$ cat src/pdsc_pkg.sv
// constants, field layout and types of the power domain status and control
// Behaviour
// - domain status bit 9 reads 1 once the domain power-on reset has completed
// - domain status bit 8 mirrors the domain power-on reset, 1 when released
// - status bits 4-0: 0 off, 1h on, 10h-1Ah while transitioning
// - domain status bit 11 is set while emulation overrode the domain state
// - control bits 23-16 hold wake delays, reset 1Fh, low nibble on-to-good
// - switched domain power-down mode in bits 15-12, reset Fh all on
// - always-on domain power-down mode reads Fh only
// - control bit 9 enables the emulation override interrupt, reset 0
// - switched domain control bit 0 holds next state, 1 on, resets 1
// - always-on next state bit is read/write but never changes the domain
// - config bit 3 shows next state lock; when locked writes do not alter it
// - config bits 2,1,0 show debug tap, ram domain and always-on flags
// - module status bit 17 flags emulation state override of module 14 only
// - module status bit 16 flags emulation reset override of module 14 only
// - module status bit 12 shows whether the module clock is running
// - writing 1 to a go bit moves mismatching states; writing 0 does nothing
// - module state bits 5-0: 0,1h,2h,3h stable, 4h-3Fh transitioning
// - transition status bit reads 1 while domain or its modules transition
package pdsc_pkg;
   // ==========================================================
   // register byte offsets (low twelve address bits)
   localparam logic [11:0] GO_CMD_OFF     = 12'h120;
   localparam logic [11:0] GO_STAT_OFF    = 12'h128;
   localparam logic [11:0] AON_STAT_OFF   = 12'h200;
   localparam logic [11:0] SW_STAT_OFF    = 12'h204;
   localparam logic [11:0] AON_CTL_OFF    = 12'h300;
   localparam logic [11:0] SW_CTL_OFF     = 12'h304;
   localparam logic [11:0] AON_CFG_OFF    = 12'h400;
   localparam logic [11:0] SW_CFG_OFF     = 12'h404;
   localparam logic [11:0] MOD_STAT_BASE  = 12'h800;
   localparam logic [11:0] MOD_STAT_LAST  = 12'h87c;
   // ==========================================================
   // field positions
   localparam int STAT_EMU_BIT     = 11;
   localparam int STAT_DOMAIN_POR_COMPLETE_BIT = 9;
   localparam int STAT_POR_BIT     = 8;
   localparam int CTL_WAKE_LSB     = 16;
   localparam int CTL_MODE_LSB     = 12;
   localparam int CTL_IRQEN_BIT    = 9;
   localparam int CTL_ONE_BIT      = 8;
   localparam int CFG_LOCK_BIT     = 3;
   localparam int CFG_TAP_BIT      = 2;
   localparam int CFG_RAM_BIT      = 1;
   localparam int CFG_AON_BIT      = 0;
   localparam int MOD_EMU_BIT      = 17;
   localparam int MOD_EMULATION_RESET_OVERRIDE_FLAG_BIT   = 16;
   localparam int MOD_CLK_BIT      = 12;
   localparam int CPU_MODULE_IDX   = 14;
   // ==========================================================
   // codes and reset values
   localparam logic [4:0] DOM_OFF       = 5'h00;
   localparam logic [4:0] DOM_ON        = 5'h01;
   localparam logic [4:0] DOM_TR_DOWN   = 5'h10;
   localparam logic [4:0] DOM_TR_ON2G   = 5'h11;
   localparam logic [4:0] DOM_TR_G2ACC  = 5'h12;
   localparam logic [7:0] WAKE_RST      = 8'h1f;
   localparam logic [3:0] MODE_ALL_ON   = 4'hf;
   // ==========================================================
   // timing: settle time of a power-down, rounded up to cycles
   localparam int CLK_PERIOD_PS   = 25000;
   localparam int DOWN_SETTLE_NS  = 100;
   localparam int DOWN_CYCLES     =
      (DOWN_SETTLE_NS * 1000 + CLK_PERIOD_PS - 1) / CLK_PERIOD_PS;
   typedef enum logic [1:0] {
      SQ_IDLE   = 2'b00,
      SQ_DOWN   = 2'b01,
      SQ_ON2G   = 2'b10,
      SQ_G2ACC  = 2'b11
   } pdsc_seq_type;
endpackage

$ cat src/pdsc_ctrl.sv
// apb register block and switched domain sequencer of the power controller
`timescale 1ns/1ps
module pdsc_ctrl #(
   parameter int        NUM_MODULES   = 32,
   parameter bit        SW_LOCKED     = 1'b0,
   parameter bit        AON_HAS_TAP   = 1'b0,
   parameter bit        SW_HAS_TAP    = 1'b0,
   parameter bit        SW_IS_RAM     = 1'b1
) (
   input  wire logic                      sys_clk,
   input  wire logic                      srst,
   input  wire logic                      psel,
   input  wire logic                      penable,
   input  wire logic                      pwrite,
   input  wire logic [31:0]               paddr,
   input  wire logic [31:0]               pwdata,
   output logic [31:0]                    prdata,
   output logic                           pready,
   output logic                           pslverr,
   input  wire logic [1:0]                dom_por_n,
   input  wire logic [1:0]                dom_por_done,
   input  wire logic [1:0]                dom_emu_override,
   input  wire logic [1:0]                dom_err_clear,
   input  wire logic                      cpu_emu_override,
   input  wire logic                      cpu_emu_rst_override,
   input  wire logic                      cpu_err_clear,
   input  wire logic                      emulation_override_irq_enable,
   input  wire logic                      emulation_reset_override_irq_enable,
   input  wire logic [NUM_MODULES-1:0]    module_clock_running,
   input  wire logic [NUM_MODULES*6-1:0]  module_state,
   input  wire logic [1:0]                module_busy,
   output logic [1:0]                     module_go,
   output logic                           sw_power_on,
   output logic [3:0]                     power_down_mode,
   output logic [1:0]                     dom_override_irq,
   output logic                           cpu_override_irq
);
   // ==========================================================
   // pin synchronisers: por levels and module clock status
   localparam int SYNC_W = 4 + NUM_MODULES;
   logic [SYNC_W-1:0] sync1_ff;
   logic [SYNC_W-1:0] sync2_ff;
   logic [1:0]        por_n_s;
   logic [1:0]        por_done_s;
   logic [NUM_MODULES-1:0] clk_run_s;

   logic [SYNC_W-1:0] sync_in;

   // one process owns both stages, so no bit of a stage has two drivers
   assign sync_in = {module_clock_running, dom_por_done, dom_por_n};

   always_ff @(posedge sys_clk) begin
      if (srst) begin
         sync1_ff <= {SYNC_W{1'b0}};
         sync2_ff <= {SYNC_W{1'b0}};
      end else begin
         sync1_ff <= sync_in;
         sync2_ff <= sync1_ff;
      end
   end

   assign por_n_s    = sync2_ff[1:0];
   assign por_done_s = sync2_ff[3:2];
   assign clk_run_s  = sync2_ff[SYNC_W-1:4];

   // ==========================================================
   // apb decode
   logic [11:0] addr;
   logic        setup_ph;
   logic        wr_acc;

   assign addr     = paddr[11:0];
   assign setup_ph = psel & ~penable;
   assign wr_acc   = psel & penable & pwrite;
   assign pready   = 1'b1;

   function automatic logic is_mapped(input logic [11:0] a);
      if (a == pdsc_pkg::GO_CMD_OFF || a == pdsc_pkg::GO_STAT_OFF)
         return 1'b1;
      else if (a == pdsc_pkg::AON_STAT_OFF || a == pdsc_pkg::SW_STAT_OFF)
         return 1'b1;
      else if (a == pdsc_pkg::AON_CTL_OFF || a == pdsc_pkg::SW_CTL_OFF)
         return 1'b1;
      else if (a == pdsc_pkg::AON_CFG_OFF || a == pdsc_pkg::SW_CFG_OFF)
         return 1'b1;
      else if (a >= pdsc_pkg::MOD_STAT_BASE &&
               a <= pdsc_pkg::MOD_STAT_LAST && a[1:0] == 2'b00)
         return 1'b1;
      else
         return 1'b0;
   endfunction

   function automatic logic wr_hit(input logic [11:0] a,
                                   input logic [11:0] off,
                                   input logic        acc);
      return acc && (a == off);
   endfunction

   // ==========================================================
   // control registers
   logic [7:0] wake_ff     [2];
   logic [3:0] sw_mode_ff;
   logic [1:0] irq_en_ff;
   logic [1:0] next_ff;

   always_ff @(posedge sys_clk) begin
      if (srst) begin
         wake_ff[0] <= pdsc_pkg::WAKE_RST;
         wake_ff[1] <= pdsc_pkg::WAKE_RST;
         sw_mode_ff <= pdsc_pkg::MODE_ALL_ON;
         irq_en_ff  <= 2'b00;
         next_ff    <= 2'b11;
      end else begin
         if (wr_hit(addr, pdsc_pkg::AON_CTL_OFF, wr_acc)) begin
            wake_ff[0]   <= pwdata[pdsc_pkg::CTL_WAKE_LSB +: 8];
            irq_en_ff[0] <= pwdata[pdsc_pkg::CTL_IRQEN_BIT];
            // stored for read back only, the domain stays on
            next_ff[0]   <= pwdata[0];
         end
         if (wr_hit(addr, pdsc_pkg::SW_CTL_OFF, wr_acc)) begin
            wake_ff[1]   <= pwdata[pdsc_pkg::CTL_WAKE_LSB +: 8];
            sw_mode_ff   <= pwdata[pdsc_pkg::CTL_MODE_LSB +: 4];
            irq_en_ff[1] <= pwdata[pdsc_pkg::CTL_IRQEN_BIT];
            if (!SW_LOCKED) begin
               next_ff[1] <= pwdata[0];
            end
         end
      end
   end

   // ==========================================================
   // go command: a write of 0 leaves both pulses low
   logic go_sw;

   assign go_sw = wr_hit(addr, pdsc_pkg::GO_CMD_OFF, wr_acc) & pwdata[1];

   always_ff @(posedge sys_clk) begin
      if (srst) begin
         module_go <= 2'b00;
      end else if (wr_hit(addr, pdsc_pkg::GO_CMD_OFF, wr_acc)) begin
         module_go <= pwdata[1:0];
      end else begin
         module_go <= 2'b00;
      end
   end

   // ==========================================================
   // switched domain sequencer; a go while a sequence runs is ignored
   pdsc_pkg::pdsc_seq_type seq_ff;
   logic [7:0]             cnt_ff;
   logic [4:0]             dom_state_ff;

   always_ff @(posedge sys_clk) begin
      if (srst) begin
         seq_ff       <= pdsc_pkg::SQ_IDLE;
         cnt_ff       <= 8'h00;
         dom_state_ff <= pdsc_pkg::DOM_ON;
         sw_power_on  <= 1'b1;
      end else begin
         case (seq_ff)
            pdsc_pkg::SQ_IDLE: begin
               if (go_sw && next_ff[1] != sw_power_on) begin
                  if (next_ff[1]) begin
                     seq_ff       <= pdsc_pkg::SQ_ON2G;
                     cnt_ff       <= {4'h0, wake_ff[1][3:0]};
                     dom_state_ff <= pdsc_pkg::DOM_TR_ON2G;
                     sw_power_on  <= 1'b1;
                  end else begin
                     seq_ff       <= pdsc_pkg::SQ_DOWN;
                     cnt_ff       <= 8'(pdsc_pkg::DOWN_CYCLES - 1);
                     dom_state_ff <= pdsc_pkg::DOM_TR_DOWN;
                  end
               end
            end
            pdsc_pkg::SQ_ON2G: begin
               if (cnt_ff == 8'h00) begin
                  seq_ff       <= pdsc_pkg::SQ_G2ACC;
                  cnt_ff       <= {4'h0, wake_ff[1][7:4]};
                  dom_state_ff <= pdsc_pkg::DOM_TR_G2ACC;
               end else begin
                  cnt_ff <= cnt_ff - 8'h01;
               end
            end
            pdsc_pkg::SQ_G2ACC: begin
               if (cnt_ff == 8'h00) begin
                  seq_ff       <= pdsc_pkg::SQ_IDLE;
                  dom_state_ff <= pdsc_pkg::DOM_ON;
               end else begin
                  cnt_ff <= cnt_ff - 8'h01;
               end
            end
            pdsc_pkg::SQ_DOWN: begin
               if (cnt_ff == 8'h00) begin
                  seq_ff       <= pdsc_pkg::SQ_IDLE;
                  dom_state_ff <= pdsc_pkg::DOM_OFF;
                  sw_power_on  <= 1'b0;
               end else begin
                  cnt_ff <= cnt_ff - 8'h01;
               end
            end
            default: seq_ff <= pdsc_pkg::SQ_IDLE;
         endcase
      end
   end

   always_ff @(posedge sys_clk) begin
      if (srst) begin
         power_down_mode <= pdsc_pkg::MODE_ALL_ON;
      end else begin
         power_down_mode <= sw_mode_ff;
      end
   end

   // ==========================================================
   // sticky emulation override flags; the set wins over a clear
   logic [1:0] dom_emu_ff;
   logic       cpu_emu_ff;
   logic       cpu_emulation_reset_override_flag_ff;

   always_ff @(posedge sys_clk) begin
      if (srst) begin
         dom_emu_ff    <= 2'b00;
         cpu_emu_ff    <= 1'b0;
         cpu_emulation_reset_override_flag_ff <= 1'b0;
      end else begin
         dom_emu_ff    <= dom_emu_override |
                          (dom_emu_ff & ~dom_err_clear);
         cpu_emu_ff    <= cpu_emu_override |
                          (cpu_emu_ff & ~cpu_err_clear);
         cpu_emulation_reset_override_flag_ff <= cpu_emu_rst_override |
                          (cpu_emulation_reset_override_flag_ff & ~cpu_err_clear);
      end
   end

   always_ff @(posedge sys_clk) begin
      if (srst) begin
         dom_override_irq <= 2'b00;
         cpu_override_irq <= 1'b0;
      end else begin
         dom_override_irq <= dom_emu_ff & irq_en_ff;
         cpu_override_irq <=
            (cpu_emu_ff & emulation_override_irq_enable) |
            (cpu_emulation_reset_override_flag_ff & emulation_reset_override_irq_enable);
      end
   end

   // ==========================================================
   // read data
   logic [1:0]  busy;
   logic [31:0] rd_mux;
   logic [4:0]  mod_idx;

   assign busy    = {(seq_ff != pdsc_pkg::SQ_IDLE) | module_busy[1],
                     module_busy[0]};
   assign mod_idx = addr[6:2];

   function automatic logic [31:0] dom_stat(input logic       emu,
                                            input logic       done,
                                            input logic       por_n,
                                            input logic [4:0] st);
      logic [31:0] v;
      v = 32'h0000_0000;
      v[pdsc_pkg::STAT_EMU_BIT]     = emu;
      v[pdsc_pkg::STAT_DOMAIN_POR_COMPLETE_BIT] = done;
      v[pdsc_pkg::STAT_POR_BIT]     = por_n;
      v[4:0]                        = st;
      return v;
   endfunction

   function automatic logic [31:0] dom_ctl(input logic [7:0] wk,
                                           input logic [3:0] md,
                                           input logic       ie,
                                           input logic       nx);
      logic [31:0] v;
      v = 32'h0000_0000;
      v[pdsc_pkg::CTL_WAKE_LSB +: 8] = wk;
      v[pdsc_pkg::CTL_MODE_LSB +: 4] = md;
      v[pdsc_pkg::CTL_IRQEN_BIT]     = ie;
      v[pdsc_pkg::CTL_ONE_BIT]       = 1'b1;
      v[0]                           = nx;
      return v;
   endfunction

   always_comb begin
      rd_mux = 32'h0000_0000;
      if (addr == pdsc_pkg::GO_STAT_OFF) begin
         rd_mux[1:0] = busy;
      end else if (addr == pdsc_pkg::AON_STAT_OFF) begin
         rd_mux = dom_stat(dom_emu_ff[0], por_done_s[0], por_n_s[0],
                           pdsc_pkg::DOM_ON);
      end else if (addr == pdsc_pkg::SW_STAT_OFF) begin
         rd_mux = dom_stat(dom_emu_ff[1], por_done_s[1], por_n_s[1],
                           dom_state_ff);
      end else if (addr == pdsc_pkg::AON_CTL_OFF) begin
         rd_mux = dom_ctl(wake_ff[0], pdsc_pkg::MODE_ALL_ON,
                          irq_en_ff[0], next_ff[0]);
      end else if (addr == pdsc_pkg::SW_CTL_OFF) begin
         rd_mux = dom_ctl(wake_ff[1], sw_mode_ff, irq_en_ff[1], next_ff[1]);
      end else if (addr == pdsc_pkg::AON_CFG_OFF) begin
         rd_mux[pdsc_pkg::CFG_TAP_BIT] = AON_HAS_TAP;
         rd_mux[pdsc_pkg::CFG_AON_BIT] = 1'b1;
      end else if (addr == pdsc_pkg::SW_CFG_OFF) begin
         rd_mux[pdsc_pkg::CFG_LOCK_BIT] = SW_LOCKED;
         rd_mux[pdsc_pkg::CFG_TAP_BIT]  = SW_HAS_TAP;
         rd_mux[pdsc_pkg::CFG_RAM_BIT]  = SW_IS_RAM;
      end else if (is_mapped(addr) && addr >= pdsc_pkg::MOD_STAT_BASE &&
                   int'(mod_idx) < NUM_MODULES) begin
         rd_mux[pdsc_pkg::MOD_CLK_BIT] = clk_run_s[mod_idx];
         rd_mux[5:0] = module_state[int'(mod_idx)*6 +: 6];
         if (int'(mod_idx) == pdsc_pkg::CPU_MODULE_IDX) begin
            rd_mux[pdsc_pkg::MOD_EMU_BIT]    = cpu_emu_ff;
            rd_mux[pdsc_pkg::MOD_EMULATION_RESET_OVERRIDE_FLAG_BIT] = cpu_emulation_reset_override_flag_ff;
         end
      end
   end

   // read data and error are captured in the setup cycle so both are
   // flip-flop outputs during the single access cycle
   always_ff @(posedge sys_clk) begin
      if (srst) begin
         prdata  <= 32'h0000_0000;
         pslverr <= 1'b0;
      end else if (setup_ph) begin
         prdata  <= pwrite ? 32'h0000_0000 : rd_mux;
         pslverr <= ~is_mapped(addr);
      end
   end
endmodule

$ cat config.mk
export PLATFORM = sky130hd
export DESIGN_NAME = pdsc_ctrl
export DESIGN_NICKNAME = d
export VERILOG_FILES = /design/src/pdsc_pkg.sv /design/src/pdsc_ctrl.sv
export SDC_FILE = /design/constraint.sdc
export NUM_CORES = 1
export LEC_CHECK = 0
export BUFFER_PORTS_ARGS = -buffer_cell sky130_fd_sc_hd__buf_2
export CAP_MARGIN = 20
export CORE_ASPECT_RATIO = 0.9
export CORE_MARGIN = 1
export CORE_UTILIZATION = 40
export CTS_BUF_LIST = sky130_fd_sc_hd__clkbuf_8
export DETAILED_ROUTE_END_ITERATION = 8
export GPL_ROUTABILITY_DRIVEN = 1
export HOLD_SLACK_MARGIN = 0.1
export PLACE_DENSITY = 0.8
export SLEW_MARGIN = 5
export SYNTH_ARGS = -nofsm -noshare
export SYNTH_HDL_FRONTEND = slang
export SYNTH_SLANG_ARGS = --single-unit
export TNS_END_PERCENT = 100
$ cat constraint.sdc
create_clock -name sys_clk -period 2.05 [get_ports sys_clk]
set_input_delay 0.205 -clock sys_clk [delete_from_list [all_inputs] [get_ports sys_clk]]
set_output_delay 0.205 -clock sys_clk [all_outputs]
set_load 0.01 [all_outputs]
==> results.ini <==
[critical_path]
cp-end-kind = flop
cpMaxStageDelayCell = or3b_4
crit_path_max_incr_delay_ns = 0.42
critPathMaxFanout = 4
ff2ff_path_depth = 8
path_class = reg2reg
critPathLaunchType = flop
crit_required_ns = 2.38
r2r-end = cnt_ff[3]$_SDFFE_PP0P_
crit_top_cell = o21ai_0
path_cells = inv_1, ha_1, or3b_4, buf_4, o21ai_0, o21ai_0, a221oi_1, o41ai_1
regToRegStartpoint = cnt_ff[1]$_SDFFE_PP0P_
rrSetupSlack_ns = 0.15
cp.arrival_ns = 2.24

[routing]
routedWlPerCell_um = 19.0
drt_iter0_drc = 600
drc = 0
drtAntennaViolNets = 0
routed_wirelength_um = 25800
vias_per_cell = 5.39
first_pass_iters = 7
num_vias = 7332

[sta]
period_share_pct = 92.9
drv_slew = 0
max_slew_margin_pct = 55.2
tightest_slew_ns = 0.655
setup_viol_count_final = 0
fmax_mhz = 525
rsz0062_at_grt = no
clock_skew_ns = 0.0174
timing.hold.ws_ns = 0.117
finalHoldViolCount = 0
fin_tns_setup_ns = 0
period_minus_slack_ns = 1.90

[place]
dp_hpwl_um = 19700
gp_congestion = 0.921
numPortBuffers = 302

[synth]
yosysWarnings = 0
ys.flop_type = dfxtp_1
yosys.cell_types.count = 74
async_reset_ff_share_pct = 0
yosysSeqAreaShare_pct = 41.4
syn_area_sq_um = 7400
syn_avg_cell_area_sq_um = 10.6
syn_inst = 701
synth_seq_cells = 145
synth_enable_flop_cells = 16

[cells_and_area]
mostFrequentLayoutCell = buf_2
final_cell_mix = 300 x buf_2, 129 x dfxtp_1, 77 x nor2b_1, 70 x buf_4, 61 x dlygate4sd3_1
drive_gt1_share_pct = 43.6
utilization_pct = 59.5
final_nets = 1413
area_delta_synth_final_pct = 43.4

[floorplanning]
rows = 46
start_util_pct = 41.5
die_h_um = 131
core-area_sq_um = 17800
die-area_sq_um = 19000
ios = 352
die_w_um = 145

[clock_network]
cts.sinks = 145
cts_buffers = 17
clkSlewWorstSetupHoldPaths_ns = 0.09
clk_path_buf_depth = 2
cts_max_level = 4
post-cts-setup-buffers = 0
clk_latency_ns = 0.47
cts_tree = done
root_buffer = clkbuf_8

[min_path]
hold_start = pwdata[17]
hold_class = in2reg
hold_end = wake_ff[0][1]$_DFFE_PP_
whs_path_depth = 2

[flow_run]
max_cap_viol_count = 0

[pwr]
max-vdd-ir-drop_v = 0.000519
power_density_nw_per_um2 = 606
leakagePower_nw = 4.56

[global_route]
gr-usage-all-layers_pct = 27.4
grt_max_degree = 52
grt_pass1_vias = 7413
grt-ovfl-total = 0
grt_pass1_wl_um = 39500
antenna_found_initial = 6

[outcome]
status = finished, final reports clean

what timing repair did:
action                                 4_1_cts  5_1_grt
hold buffers                                61        0
resized for setup                            0        3
endpoints found under the hold margin       68        0
setup endpoints to repair                    0        3
power by group:
part	switching (mW)	leakage, nW	internal, mW	total (mW)
sequential	0.0306	1.21	2.95	2.98
clock	1.28	0.220	1.14	2.42
combinational	0.433	3.13	0.588	1.02
total	1.74	4.56	4.68	6.43
worst max-delay path by stage:
stage                                          end  slack [ns]                   start  cells past startpoint
final                       cnt_ff[3]$_SDFFE_PP0P_        0.15  cnt_ff[1]$_SDFFE_PP0P_                      8
after global routing        cnt_ff[3]$_SDFFE_PP0P_        0.01  cnt_ff[1]$_SDFFE_PP0P_                      8
after CTS                   cnt_ff[3]$_SDFFE_PP0P_        0.02  cnt_ff[1]$_SDFFE_PP0P_                      7
after detailed placement    prdata[0]$_SDFFE_PP0P_       -0.18                paddr[2]                      8
after global placement      prdata[0]$_SDFFE_PP0P_       -0.16                paddr[2]                      8
after floorplan           wake_ff[0][10]$_DFFE_PP_        0.06                paddr[5]                      6
metal layers:
metal  global-route usage [%]  vias up  wire, um
li1                         -     3421         -
met1                     33.0     3449     10500
met2                     45.1      398     12200
met3                     9.41       60      2440
met4                     12.0        4       685
met5                        0        -        33
cell type report:
cell class                      count  area, sq um
Sequential cell                   145         3060
Multi-Input combinational cell    489         4020
Clock buffer                       17          234
Inverter                           14         52.6
Fill cell                        1521         7230
Timing Repair Buffer              436         2740
Antenna cell                        4         10.0
Clock inverter                     15          194
Tap cell                          240          300
worst max-delay path: cells and delay by family, from the launching register on:
family	cells	cell delay [ns]
AOI/OAI and AO/OA	4	0.59
and+or+nand+nor	1	0.42
DFF	1	0.35
buffers and inverters	2	0.25
adders and majority gates	1	0.17
synthesized netlist by cell type, types with 5 or more instances:
cell / count / area share, %
dfxtp_1: 129 / 35
nor2b_1: 77 / 6.5
mux4_2: 57 / 17
nand2_1: 46 / 2.3
a21oi_1: 35 / 2.4
clkbuf_1: 32 / 1.6
nand3_1: 25 / 1.7
nor2_1: 23 / 1.2
o21ai_0: 18 / 1.2
buf_4: 17 / 1.7
edfxtp_1: 16 / 6.5
mux2i_1: 16 / 2.2
nor3_1: 16 / 1.1
inv_1: 14 / 0.71
nand4_1: 14 / 1.2
nand2b_1: 13 / 1.1
buf_2: 9 / 0.61
a32o_1: 7 / 0.95
and3_1: 7 / 0.59
nor4_1: 7 / 0.59
or3_1: 7 / 0.59
and2_1: 6 / 0.51
or2_2: 6 / 0.51
nor4b_1: 5 / 0.59
o211ai_1: 5 / 0.51
kinds of logic after synthesis:
family                   Yosys count  share of synthesized area, %
adder cells (fa/ha/maj)            2                         0.338
buffers and inverters             77                          5.02
AND/OR/NAND/NOR                  276                          21.7
multiplexers                      74                          19.7
AO/OA/AOI/OAI                    124                          11.7
XOR/XNOR                           1                         0.118
other                              2                         0.102
flip-flops                       145                          41.4
per-stage QoR:
stage	cell area (sq um)	power, mW	setup WS (ns)	cells
3_3_place_gp	9550	3.94	-0.158	1263
5_1_grt	10600	6.68	0.0115	1359
2_1_floorplan	7440	3.53	0.0562	711
4_1_cts	10600	6.45	0.0227	1356
6_report	10600	6.43	0.145	1360
3_5_place_dp	9550	3.96	-0.175	1263
sequential cells by signal, summed over array words and instances (netlist names), 2 cells and up:
| name | cells |
|---|---|
| sync2_ff | 36 |
| dom_emu_ff | 2 |
| irq_en_ff | 2 |
| prdata | 21 |
| dom_state_ff | 3 |
| next_ff | 2 |
| cnt_ff | 8 |
| sw_mode_ff | 4 |
| module_go | 2 |
| sync1_ff | 36 |
| dom_override_irq | 2 |
| seq_ff | 2 |
| power_down_mode | 4 |
| wake_ff | 16 |
Note: power is estimated with default switching activity, not from simulation.
